## src/common/tune_pkg.sv

```systemverilog
/*
 * Constants for the voltage PWM auto tuning sequencer: register map,
 * field positions, reset values and cycle counts.
 * Assumes a 32-bit APB register bus and a 250 MHz pclk.
 */
package tune_pkg;

	////////////////////////////////////////////////////////////////
	localparam logic [7:0] ADDR_CTRL = 8'h00;
	localparam logic [7:0] ADDR_CONFIG = 8'h04;
	localparam logic [7:0] ADDR_STATUS = 8'h08;
	localparam logic [7:0] ADDR_AMPLITUDE = 8'h0C;
	localparam logic [7:0] ADDR_INVALIDATE = 8'h10;

	// CTRL fields
	localparam int CTRL_AUTO_AMP_BIT = 0;
	localparam int CTRL_AUTO_GRAD_BIT = 1;
	localparam logic [1:0] CTRL_RESET = 2'h3;

	// CONFIG fields
	localparam int CFG_RUN_CURRENT_SCALE_LSB = 0;
	localparam int CFG_GAIN_LSB = 5;
	localparam int CFG_OFS_LSB = 8;
	localparam int CFG_GRAD_LSB = 16;
	localparam int CFG_GRAD_LOAD_BIT = 24;
	localparam logic [4:0] RUN_CURRENT_SCALE_RESET = 5'h1F;
	localparam logic [2:0] GAIN_RESET = 3'h1;
	localparam logic [7:0] OFS_INIT_RESET = 8'h24;
	localparam logic [7:0] GRAD_RESET = 8'h0E;

	// STATUS fields
	localparam int ST_DONE_BIT = 0;
	localparam int ST_STST_BIT = 1;
	localparam int ST_PHASE_LSB = 2;
	localparam int ST_FF_BIT = 4;
	localparam int ST_CORR_ZERO_BIT = 5;
	localparam int ST_OFS_LSB = 8;
	localparam int ST_GRAD_LSB = 16;

	////////////////////////////////////////////////////////////////
	localparam int STANDSTILL_CYCLES = 1048576;
	localparam int PHASE1_CYCLES = 1572864;
	localparam logic [2:0] FULLSTEPS_PER_GRAD = 3'h7;
	localparam logic [8:0] SUM_LIMIT = 9'h0FF;

	typedef enum logic [1:0] {
		PH_IDLE = 2'b00,
		PH_ONE = 2'b01,
		PH_TWO = 2'b10
	} phase_t;

endpackage

```

## src/common/standstill_if.sv

```systemverilog
/*
 * Carrier between the sequencer and its standstill timer.
 * Assumes step_seen is already synchronous to pclk.
 */
`timescale 1ns/1ps
interface standstill_if;
	logic step_seen;
	logic standstill;

	modport timer (input step_seen, output standstill);
	modport user (output step_seen, input standstill);
endinterface

```

## src/core/pwm_auto_tune.sv

```systemverilog
/*
 * Automatic tuning sequencer for a voltage mode PWM chopper, with APB registers.
 * Assumes measured/target current, chop_on, fullstep and amplitude_sum come
 * from pclk logic; step_pin is asynchronous and is synchronised here.
 */
// Design decisions made here: register access over APB and the register addresses.
`timescale 1ns/1ps
module pwm_auto_tune #(
	parameter int STANDSTILL_CYCLES = tune_pkg::STANDSTILL_CYCLES,
	parameter int PHASE1_CYCLES = tune_pkg::PHASE1_CYCLES
) (
	input wire logic pclk,
	input wire logic presetn,
	input wire logic psel,
	input wire logic penable,
	input wire logic pwrite,
	input wire logic [7:0] paddr,
	input wire logic [31:0] pwdata,
	output logic [31:0] prdata,
	output logic pready,
	output logic pslverr,
	input wire logic step_pin,
	input wire logic [4:0] current_scale,
	input wire logic chop_on,
	input wire logic [7:0] measured_current,
	input wire logic [7:0] target_current,
	input wire logic fullstep,
	input wire logic [8:0] amplitude_sum,
	output logic [7:0] offset_result,
	output logic [7:0] gradient_result,
	output logic signed [7:0] amplitude_correction,
	output logic feed_forward_mode,
	output logic standstill
);
	////////////////////////////////////////////////////////////////
	logic step_meta_r, step_sync_r, step_prev_r;
	logic [1:0] ctrl_r;
	logic [4:0] run_current_scale_r;
	logic [2:0] gain_r;
	logic [7:0] offset_initial_value_r;
	logic phase_one_done_r;
	tune_pkg::phase_t phase_r;
	logic [31:0] p1_count_r;
	logic [7:0] offset_work_r;
	logic [2:0] fs_count_r;
	logic chop_prev_r;
	standstill_if sif ();

	always_ff @(posedge pclk or negedge presetn) begin
		if (!presetn) begin
			step_meta_r <= 1'b0;
			step_sync_r <= 1'b0;
			step_prev_r <= 1'b0;
		end else begin
			step_meta_r <= step_pin;
			step_sync_r <= step_meta_r;
			step_prev_r <= step_sync_r;
		end
	end
	assign sif.step_seen = step_sync_r && !step_prev_r;

	standstill_timer #(.CYCLES(STANDSTILL_CYCLES)) u_stst (
		.pclk(pclk),
		.presetn(presetn),
		.tif(sif)
	);

	////////////////////////////////////////////////////////////////
	// APB: no wait states, read data captured in setup
	logic setup, wr_acc;
	logic mapped;
	assign setup = psel && !penable;
	assign wr_acc = psel && penable && pready && pwrite;
	assign mapped = paddr == tune_pkg::ADDR_CTRL || paddr == tune_pkg::ADDR_CONFIG ||
		paddr == tune_pkg::ADDR_STATUS || paddr == tune_pkg::ADDR_AMPLITUDE ||
		paddr == tune_pkg::ADDR_INVALIDATE;

	always_ff @(posedge pclk or negedge presetn) begin
		if (!presetn) begin
			pready <= 1'b0;
			pslverr <= 1'b0;
			prdata <= 32'h0;
		end else begin
			pready <= setup;
			pslverr <= setup && !mapped;
			if (setup && !pwrite) begin
				case (paddr)
					tune_pkg::ADDR_CTRL: prdata <= {30'h0, ctrl_r};
					tune_pkg::ADDR_CONFIG: prdata <= {16'h0, offset_initial_value_r, gain_r, run_current_scale_r};
					tune_pkg::ADDR_STATUS: prdata <= {8'h0, gradient_result, offset_result, 2'h0,
						amplitude_correction == 8'sh0, feed_forward_mode, phase_r, standstill, phase_one_done_r};
					tune_pkg::ADDR_AMPLITUDE: prdata <= {15'h0, amplitude_sum, amplitude_correction};
					default: prdata <= 32'h0;
				endcase
			end
		end
	end

	logic wr_ctrl, wr_cfg, wr_inval;
	assign wr_ctrl = wr_acc && paddr == tune_pkg::ADDR_CTRL;
	assign wr_cfg = wr_acc && paddr == tune_pkg::ADDR_CONFIG;
	assign wr_inval = wr_acc && paddr == tune_pkg::ADDR_INVALIDATE && pwdata[0];

	always_ff @(posedge pclk or negedge presetn) begin
		if (!presetn) begin
			ctrl_r <= tune_pkg::CTRL_RESET;
			run_current_scale_r <= tune_pkg::RUN_CURRENT_SCALE_RESET;
			gain_r <= tune_pkg::GAIN_RESET;
			offset_initial_value_r <= tune_pkg::OFS_INIT_RESET;
		end else begin
			if (wr_ctrl) begin
				ctrl_r <= pwdata[1:0];
			end
			if (wr_cfg) begin
				run_current_scale_r <= pwdata[tune_pkg::CFG_RUN_CURRENT_SCALE_LSB +: 5];
				gain_r <= pwdata[tune_pkg::CFG_GAIN_LSB +: 3];
				offset_initial_value_r <= pwdata[tune_pkg::CFG_OFS_LSB +: 8];
			end
		end
	end

	////////////////////////////////////////////////////////////////
	logic auto_amp, auto_full, chop_edge, regulate;
	logic signed [8:0] cur_err;
	logic signed [12:0] corr_sum;
	assign auto_amp = ctrl_r[tune_pkg::CTRL_AUTO_AMP_BIT];
	assign auto_full = auto_amp && ctrl_r[tune_pkg::CTRL_AUTO_GRAD_BIT];
	assign chop_edge = chop_on && !chop_prev_r;
	assign regulate = auto_amp && chop_edge;
	assign cur_err = $signed({1'b0, target_current}) - $signed({1'b0, measured_current});
	// Product widened before multiplying so a large error times gain 7 cannot wrap
	assign corr_sum = 13'(amplitude_correction) + ((13'(cur_err) * 13'($signed({1'b0, gain_r}))) >>> 3);

	always_ff @(posedge pclk or negedge presetn) begin
		if (!presetn) begin
			chop_prev_r <= 1'b0;
			standstill <= 1'b0;
			feed_forward_mode <= 1'b0;
		end else begin
			chop_prev_r <= chop_on;
			standstill <= sif.standstill;
			feed_forward_mode <= !auto_amp;
		end
	end

	// Integrating current regulator, measured once per chopper on phase
	always_ff @(posedge pclk or negedge presetn) begin
		if (!presetn) begin
			amplitude_correction <= 8'sh0;
		end else if (!auto_amp) begin
			amplitude_correction <= 8'sh0;
		end else if (regulate) begin
			if (corr_sum > 13'sd127) begin
				amplitude_correction <= 8'sh7F;
			end else if (corr_sum < -13'sd128) begin
				amplitude_correction <= 8'sh80;
			end else begin
				amplitude_correction <= corr_sum[7:0];
			end
		end
	end

	////////////////////////////////////////////////////////////////
	logic p1_cond, p2_cond, in_window;
	logic [13:0] ofs_run_current_scale;
	logic [15:0] sum_x64, sum_x8, ofs_x3;
	assign ofs_run_current_scale = 14'(offset_result) * 14'({1'b0, run_current_scale_r} + 6'h1);
	assign sum_x64 = {1'b0, amplitude_sum, 6'h0};
	assign sum_x8 = {4'h0, amplitude_sum, 3'h0};
	assign ofs_x3 = 16'(ofs_run_current_scale) * 16'h3;
	// 1.5*k/32 < sum < 4*k/32 rewritten without division
	assign in_window = sum_x64 > ofs_x3 && sum_x8 < {2'h0, ofs_run_current_scale} &&
		amplitude_sum < tune_pkg::SUM_LIMIT;
	assign p1_cond = auto_full && standstill && current_scale == run_current_scale_r;
	assign p2_cond = auto_full && phase_one_done_r && !standstill;

	// Leaving conditions aborts the attempt; it restarts when they recur
	always_ff @(posedge pclk or negedge presetn) begin
		if (!presetn) begin
			phase_r <= tune_pkg::PH_IDLE;
		end else begin
			case (phase_r)
				tune_pkg::PH_IDLE: begin
					if (p1_cond) begin
						phase_r <= tune_pkg::PH_ONE;
					end else if (p2_cond) begin
						phase_r <= tune_pkg::PH_TWO;
					end
				end
				tune_pkg::PH_ONE: begin
					if (!p1_cond || p1_count_r >= 32'(PHASE1_CYCLES - 1)) begin
						phase_r <= tune_pkg::PH_IDLE;
					end
				end
				tune_pkg::PH_TWO: begin
					if (!p2_cond || wr_inval) begin
						phase_r <= tune_pkg::PH_IDLE;
					end
				end
				default: phase_r <= tune_pkg::PH_IDLE;
			endcase
		end
	end

	// Phase one: offset steps toward the target current, bounded duration
	always_ff @(posedge pclk or negedge presetn) begin
		if (!presetn) begin
			p1_count_r <= 32'h0;
			offset_work_r <= tune_pkg::OFS_INIT_RESET;
		end else if (phase_r != tune_pkg::PH_ONE) begin
			p1_count_r <= 32'h0;
			offset_work_r <= phase_one_done_r ? offset_result : offset_initial_value_r;
		end else begin
			p1_count_r <= p1_count_r + 32'h1;
			if (chop_edge && cur_err > 9'sd0 && offset_work_r != 8'hFF) begin
				offset_work_r <= offset_work_r + 8'h1;
			end else if (chop_edge && cur_err < 9'sd0 && offset_work_r != 8'h0) begin
				offset_work_r <= offset_work_r - 8'h1;
			end
		end
	end

	logic p1_finish;
	assign p1_finish = phase_r == tune_pkg::PH_ONE && p1_cond && p1_count_r >= 32'(PHASE1_CYCLES - 1);

	// Invalidate clears completion; a finish in the same cycle still wins
	always_ff @(posedge pclk or negedge presetn) begin
		if (!presetn) begin
			phase_one_done_r <= 1'b0;
			offset_result <= tune_pkg::OFS_INIT_RESET;
		end else if (p1_finish) begin
			phase_one_done_r <= 1'b1;
			offset_result <= offset_work_r;
		end else if (wr_inval) begin
			phase_one_done_r <= 1'b0;
		end
	end

	// Phase two: one gradient count per 8 fullsteps inside the window
	always_ff @(posedge pclk or negedge presetn) begin
		if (!presetn) begin
			fs_count_r <= 3'h0;
			gradient_result <= tune_pkg::GRAD_RESET;
		end else if (wr_cfg && pwdata[tune_pkg::CFG_GRAD_LOAD_BIT]) begin
			gradient_result <= pwdata[tune_pkg::CFG_GRAD_LSB +: 8];
			fs_count_r <= 3'h0;
		end else if (phase_r == tune_pkg::PH_TWO && p2_cond && in_window && fullstep) begin
			fs_count_r <= fs_count_r + 3'h1;
			if (fs_count_r == tune_pkg::FULLSTEPS_PER_GRAD) begin
				// Correction sign shows which way the gradient falls short
				if (amplitude_correction > 8'sh0 && gradient_result != 8'hFF) begin
					gradient_result <= gradient_result + 8'h1;
				end else if (amplitude_correction < 8'sh0 && gradient_result != 8'h0) begin
					gradient_result <= gradient_result - 8'h1;
				end
			end
		end
	end
endmodule

```

## src/core/standstill_timer.sv

```systemverilog
/*
 * Standstill timer: flags standstill a fixed count after the last step.
 * Assumes step_seen is a one-cycle pulse on pclk.
 */
`timescale 1ns/1ps
module standstill_timer #(
	parameter int CYCLES = tune_pkg::STANDSTILL_CYCLES
) (
	input wire logic pclk,
	input wire logic presetn,
	standstill_if.timer tif
);
	logic [31:0] count_r;

	// Counter saturates so standstill stays up indefinitely
	always_ff @(posedge pclk or negedge presetn) begin
		if (!presetn) begin
			count_r <= 32'h0;
		end else if (tif.step_seen) begin
			count_r <= 32'h0;
		end else if (count_r < 32'(CYCLES)) begin
			count_r <= count_r + 32'h1;
		end
	end

	always_ff @(posedge pclk or negedge presetn) begin
		if (!presetn) begin
			tif.standstill <= 1'b0;
		end else begin
			tif.standstill <= !tif.step_seen && (count_r >= 32'(CYCLES - 1));
		end
	end
endmodule

```

## config.mk

```make
export PLATFORM = sky130hd
export DESIGN_NAME = pwm_auto_tune
export DESIGN_NICKNAME = d
export VERILOG_FILES = /design/src/common/tune_pkg.sv /design/src/common/standstill_if.sv /design/src/core/pwm_auto_tune.sv /design/src/core/standstill_timer.sv
export SDC_FILE = /design/constraint.sdc
export NUM_CORES = 1
export LEC_CHECK = 0
export BUFFER_PORTS_ARGS = -buffer_cell sky130_fd_sc_hd__buf_2
export CAP_MARGIN = 20
export CORE_ASPECT_RATIO = 1.5
export CORE_MARGIN = 2
export CORE_UTILIZATION = 50
export CTS_BUF_LIST = sky130_fd_sc_hd__clkbuf_4 sky130_fd_sc_hd__clkbuf_8
export DETAILED_ROUTE_END_ITERATION = 7
export GPL_TIMING_DRIVEN = 0
export PLACE_DENSITY = 0.82
export SLEW_MARGIN = 25
export SYNTH_ARGS = -nofsm -noshare
export SYNTH_HDL_FRONTEND = slang
export SYNTH_HIERARCHICAL = 1
export SYNTH_SLANG_ARGS = --single-unit
```

## constraint.sdc

```tcl
create_clock -name pclk -period 21.5 [get_ports pclk]
set_clock_uncertainty 0.2 [all_clocks]
set_input_delay 4.3 -clock pclk [delete_from_list [all_inputs] [get_ports pclk]]
set_output_delay 4.3 -clock pclk [all_outputs]
set_load 0.02 [all_outputs]
```

==> results.yml, run 1 <==
run_status:
  outcome: "finished, final reports clean"
floorplan:
  die_area_um2: 25500
  die_h_um: 195
  placementRows: 69
  start_util: 0.510
  core_region_area_um2: 23700
  die_x_um: 131
  ios: 138
synthesis:
  synth_edf_count: 0
  synthArstFlopShare: 1.00
  avgSynthCellArea_um2: 9.41
  synth_cell_types: 76
  yosys_most_used_dff: "dfrtp_1"
  synth-seq-cells: 153
  postSynthCellCount: 1287
  synth_most_common_cell: "dfrtp_1"
  ys_warn_count: 6
  ys_top_cells_by_area: "dfrtp_1, ha_1, fa_1, mux2_2, dfstp_2"
  yosys.area.top_type: "dfrtp_1"
  synth_common_cells: "dfrtp_1, inv_1, ha_1"
  synthesis.area_um2: 12100
  yosysTopAreaCellShare: 0.281
  ys_seq_area_frac: 0.318
global_route:
  busiest_layer: "met2"
  grt_overflow: 0
  grtUsageMet2: 0.434
  globalRouteMet1Util: 0.275
  grt_start_max_net_pins: 88
  grt_pass1_vias: 10400
  antenna_found_initial: 1
  grt_pass1_wl_mm: 49.8
  grt_util_met3: 0.0493
  grt.total_usage: 0.246
drt:
  num_vias: 10300
  routedWlPerCell_um: 17.2
  first_pass_iters: 5
  drtAntennaViolNets: 0
  viasPerCell: 5.80
  drc: 0
  drt-initial-drc-count: 675
  drt-total-wl_mm: 30.5
job:
  cap_violations: 0
setup_path:
  cp.arrival_ns: 10.10
  cp.depth: 28
  path_class: "in -> reg"
  startpoint_type: "input port"
  cp.required_ns: 21.63
  reg2reg_depth: 31
  crit_family: "compound AO/OA/AOI/OAI gates"
  endpoint_kind: "flop"
  slowest_delay_ns: 0.54
  path_common_cell: "inv_1"
  slowest_stage: "fa_1"
  critPathBufInv: 6
  worstPathMaxFanout: 4
sta:
  finalHoldViolCount: 0
  max_freq_ghz: 0.100
  fin_crit_ns: 9.97
  final-max-slew-violation-count: 0
  layout_setup_ws_ns: 11.53
  relSlewSlack: 0.410
  setup_tns_ns: 0
  worst_pin_slew_ns: 0.883
  setup_viol: 0
  rsz0062_at_grt: "false"
  min_period_over_period: 0.464
final_layout:
  drive_gt1_frac: 0.174
  area_growth_pct: 12.0
  fillCellCount: 2034
  final_cells: 1769
  layout.nets: 1662
hold_path:
  hold_class: "reg -> reg"
  hold_depth: 0
clocking:
  clk_latency_ns: 0.46
  post-cts-setup-buffers: 0
  clock_sinks: 153
  clockRootBuffer: "clkbuf_8"
  numCtsBuffers: 17
  postCtsResizedCells: 0
  cts.clk_slew.worst_paths_ns: 0.09
  postCtsHoldBufs: 0
  htreeDepth: 4
  cts_tree: "yes"
  cts.path.max_buffers: 2
place:
  portBuffers: 122
  gp_congestion: 0.912
  dp_slack_ns: 11.09
  placed_cells: 1736
  dpl.hpwl_mm: 23.9
power:
  power.density_nw_per_um2: 41.1
  peakVddDrop_uv: 39.9
  finalPower_uw: 557
  p_leak_uw: 0.00666
## state kept, by name, indices dropped and copies added (netlist names), 3 cells and up
| name | flops |
|---|---|
| amplitude_correction | 8 |
| fs_count_r | 3 |
| gain_r | 3 |
| gradient_result | 8 |
| offset_initial_value_r | 8 |
| offset_result | 8 |
| offset_work_r | 8 |
| p1_count_r | 32 |
| prdata | 24 |
| run_current_scale_r | 5 |
| u_stst/count_r | 32 |
## cell type report
class	instances	area, µm²	share of cell area
Sequential cell	153	3850	0.284
Clock inverter	14	130	0.00960
Antenna cell	1	2.50	0.000185
Tap cell	319	399	0.0294
Multi-Input combinational cell	982	7640	0.563
Clock buffer	18	241	0.0178
Buffer	43	216	0.0160
Timing Repair Buffer	123	648	0.0478
Inverter	116	435	0.0321
## cells in the final DEF, fill, tap and decap left out, drive strengths merged, types with 19 or more instances in the layout
| cell type | instances |
|---|---|
| or3 | 23 |
| ha | 109 |
| buf | 140 |
| o31ai | 24 |
| xor2 | 45 |
| nor2 | 80 |
| inv | 124 |
| nor2b | 37 |
| nand3 | 28 |
| nand4 | 34 |
| dfrtp | 136 |
| clkbuf | 44 |
| xnor2 | 42 |
| o21ai | 56 |
| and2 | 51 |
| a21oi | 63 |
| fa | 39 |
| nand2 | 91 |
| a21o | 19 |
| mux2 | 46 |
## worst paths after layout
kind / slack, ns / endpoint / startpoint
min in group asynchronous: 3.58 / u_stst/count_r[17]$_DFFE_PN0P_ / presetn
min reg2reg: 0.15 / step_sync_r$_DFF_PN0_ / step_meta_r$_DFF_PN0_
max reg2reg: 12.17 / gradient_result[7]$_DFFE_PN0P_ / run_current_scale_r[0]$_DFFE_PN1P_
max: 11.53 / amplitude_correction[3]$_DFFE_PN0P_ / target_current[0]
max in group asynchronous: 16.73 / gradient_result[2]$_DFFE_PN1P_ / presetn
min: 0.15 / step_sync_r$_DFF_PN0_ / step_meta_r$_DFF_PN0_
## report_power, final
part           internal (µW)  total [µW]  switching (µW)
logic                   20.4        53.4            32.9
registers                291         295            3.38
clock network           86.3         209             122
total                    398         557             159
## logic make-up after synthesis
kind of cell | synth area share
buffers and inverters | 0.0538
xor gates and xnor gates | 0.0629
and+or+nand+nor | 0.193
muxes | 0.0556
adders and majority gates | 0.177
DFF | 0.318
other | 0.000310
AOI/OAI and AO/OA | 0.139
## metal layers
layer,share of wire,up-vias
met2,0.52,361
met1,0.37,5006
met5,0,-
met4,0.049,0
met3,0.060,85
li1,-,4817
## through the flow
step | hold WS [ns] | area (µm²) | utilization
final | 0.153 | 13600 | 0.571
after global routing | 0.163 | 13600 | 0.571
after CTS | 0.156 | 13600 | 0.571
after detailed placement | 0.136 | 13200 | 0.555
after global placement | 0.136 | 13100 | 0.554
after floorplan | 0.131 | 12100 | -
No activity file was read; power rests on OpenSTA's default activity.
==> run 2: changes to the inputs <==
==> constraint.sdc (replaced) <==
create_clock -name pclk -period 9.2 [get_ports pclk]
set_clock_uncertainty 0.2 [all_clocks]
set_input_delay 1.84 -clock pclk [delete_from_list [all_inputs] [get_ports pclk]]
set_output_delay 1.84 -clock pclk [all_outputs]
set_load 0.02 [all_outputs]
==> results.yml, run 2 (synthesis gave the netlist of run 1 again) <==
final_layout:
  drive_gt1_frac: 0.177
  final_cell_mix: "dfrtp_1, buf_2, inv_1, ha_1, nand2_1"
  seqCellArea_um2: 3850
  final_common_cell: "dfrtp_1"
  layout.nets: 1662
  multiInputGateArea_um2: 7660
  area_growth_pct: 12.2
  top_regs: "p1_count_r: 32 flops, u_stst/count_r: 32 flops, prdata: 24 flops"
  fillCellCount: 2029
  diodes: 0
clocking:
  clock_sinks: 153
  htreeDepth: 4
  clockRootBuffer: "clkbuf_8"
  cts.clk_slew.worst_paths_ns: 0.11
  cts_tree: "yes"
  postCtsHoldBufs: 0
  cts.path.max_buffers: 2
  numCtsBuffers: 17
  clk_latency_ns: 0.46
sta:
  max_freq_ghz: 0.116
  layout_setup_ws_ns: 0.544
  setup_viol: 0
  final-max-slew-violation-count: 0
  worst_pin_slew_ns: 0.871
  fin_crit_ns: 8.66
  rsz0062_at_grt: "false"
  relSlewSlack: 0.418
  min_period_over_period: 0.941
  finalHoldViolCount: 0
floorplan:
  start_util: 0.510
  die_h_um: 195
  die_x_um: 131
  placementRows: 69
  ios: 138
  die_area_um2: 25500
  core_region_area_um2: 23700
hold_path:
  hold_depth: 0
  hold_class: "reg -> reg"
  worstHoldEndpoint: "step_sync_r$_DFF_PN0_"
  hold_start: "step_meta_r$_DFF_PN0_"
place:
  portBuffers: 122
  dp_slack_ns: -0.0532
  dpl.hpwl_mm: 23.9
  gp_congestion: 0.912
job:
  cap_violations: 0
global_route:
  grt_util_met3: 0.0509
  grtUsageMet2: 0.429
  grt.total_usage: 0.246
  busiest_layer: "met2"
  grt_pass1_vias: 10400
  antenna_found_initial: 1
  grt_start_max_net_pins: 88
  grt_pass1_wl_mm: 49.8
  grt_overflow: 0
  globalRouteMet1Util: 0.274
drt:
  first_pass_iters: 5
  drt-total-wl_mm: 30.4
  drt-initial-drc-count: 630
  drtAntennaViolNets: 0
  drc: 0
  num_vias: 10200
  routedWlPerCell_um: 17.2
  viasPerCell: 5.80
run_status:
  outcome: "finished, final reports clean"
setup_path:
  crit_family: "simple AND/OR/NAND/NOR gates"
  regToRegSetupSlack_ns: 0.54
  cp.arrival_ns: 8.85
  slowest_stage: "dfstp_2"
  endpoint_kind: "flop"
  slowest_delay_ns: 0.59
  reg2reg_from: "run_current_scale_r[0]$_DFFE_PN1P_"
  reg2reg_depth: 31
  path_class: "reg -> reg"
  worstPathMaxFanout: 10
  startpoint_type: "flop"
  cp.required_ns: 9.39
  critPathBufInv: 3
  rr_endpoint: "gradient_result[7]$_DFFE_PN0P_"
power:
  power.density_nw_per_um2: 95.7
  peakVddDrop_uv: 93.3
  p_leak_uw: 0.00668
  finalPower_uw: 1300
run 2: cell type report:
| type | count | share of cell area |
|---|---|---|
| Tap cell | 319 | 0.0294 |
| Multi-Input combinational cell | 982 | 0.564 |
| Inverter | 116 | 0.0321 |
| Clock buffer | 18 | 0.0178 |
| Sequential cell | 153 | 0.283 |
| Timing Repair Buffer | 123 | 0.0477 |
| Buffer | 43 | 0.0160 |
| Clock inverter | 14 | 0.00958 |
run 2: per-layer routing:
layer	routed length, µm	vias to the layer above
met5	11	-
met4	1800	2
met3	1890	94
met2	15400	357
met1	11300	4972
li1	-	4821
run 2: how the worst max path moves through the flow:
stage | from | to | cells past startpoint
2_1_floorplan | run_current_scale_r[0]$_DFFE_PN1P_ | gradient_result[7]$_DFFE_PN0P_ | 31
3_3_place_gp | run_current_scale_r[0]$_DFFE_PN1P_ | gradient_result[7]$_DFFE_PN0P_ | 31
3_5_place_dp | run_current_scale_r[0]$_DFFE_PN1P_ | gradient_result[7]$_DFFE_PN0P_ | 31
4_1_cts | run_current_scale_r[0]$_DFFE_PN1P_ | gradient_result[7]$_DFFE_PN0P_ | 31
5_1_grt | run_current_scale_r[0]$_DFFE_PN1P_ | gradient_result[7]$_DFFE_PN0P_ | 31
6_report | run_current_scale_r[0]$_DFFE_PN1P_ | gradient_result[7]$_DFFE_PN0P_ | 31
run 2: per-stage QoR:
| stage | hold WS (ns) | util | setup TNS [ns] | std cells | cell area, µm² |
|---|---|---|---|---|---|
| 3_5_place_dp | 0.136 | 0.555 | -0.0532 | 1736 | 13200 |
| 3_3_place_gp | 0.136 | 0.554 | 0 | 1735 | 13100 |
| 2_1_floorplan | 0.131 | - | 0 | 1294 | 12100 |
| 5_1_grt | 0.163 | 0.572 | 0 | 1768 | 13600 |
| 4_1_cts | 0.156 | 0.571 | 0 | 1768 | 13600 |
| 6_report | 0.153 | 0.572 | 0 | 1768 | 13600 |
run 2: what timing repair did:
item / CTS / global route
pin swaps: 0 / 0
resized for setup: 1 / 5
setup buffers: 0 / 0
setup endpoints to repair: 1 / 9
run 2: power by group:
group          total [µW]  switching (µW)  leakage [µW]  internal, µW
Sequential            689            7.86       0.00205           681
Combinational         125            76.9       0.00444          47.8
Clock                 487             285      0.000186           202
Total                1300             370       0.00668           930
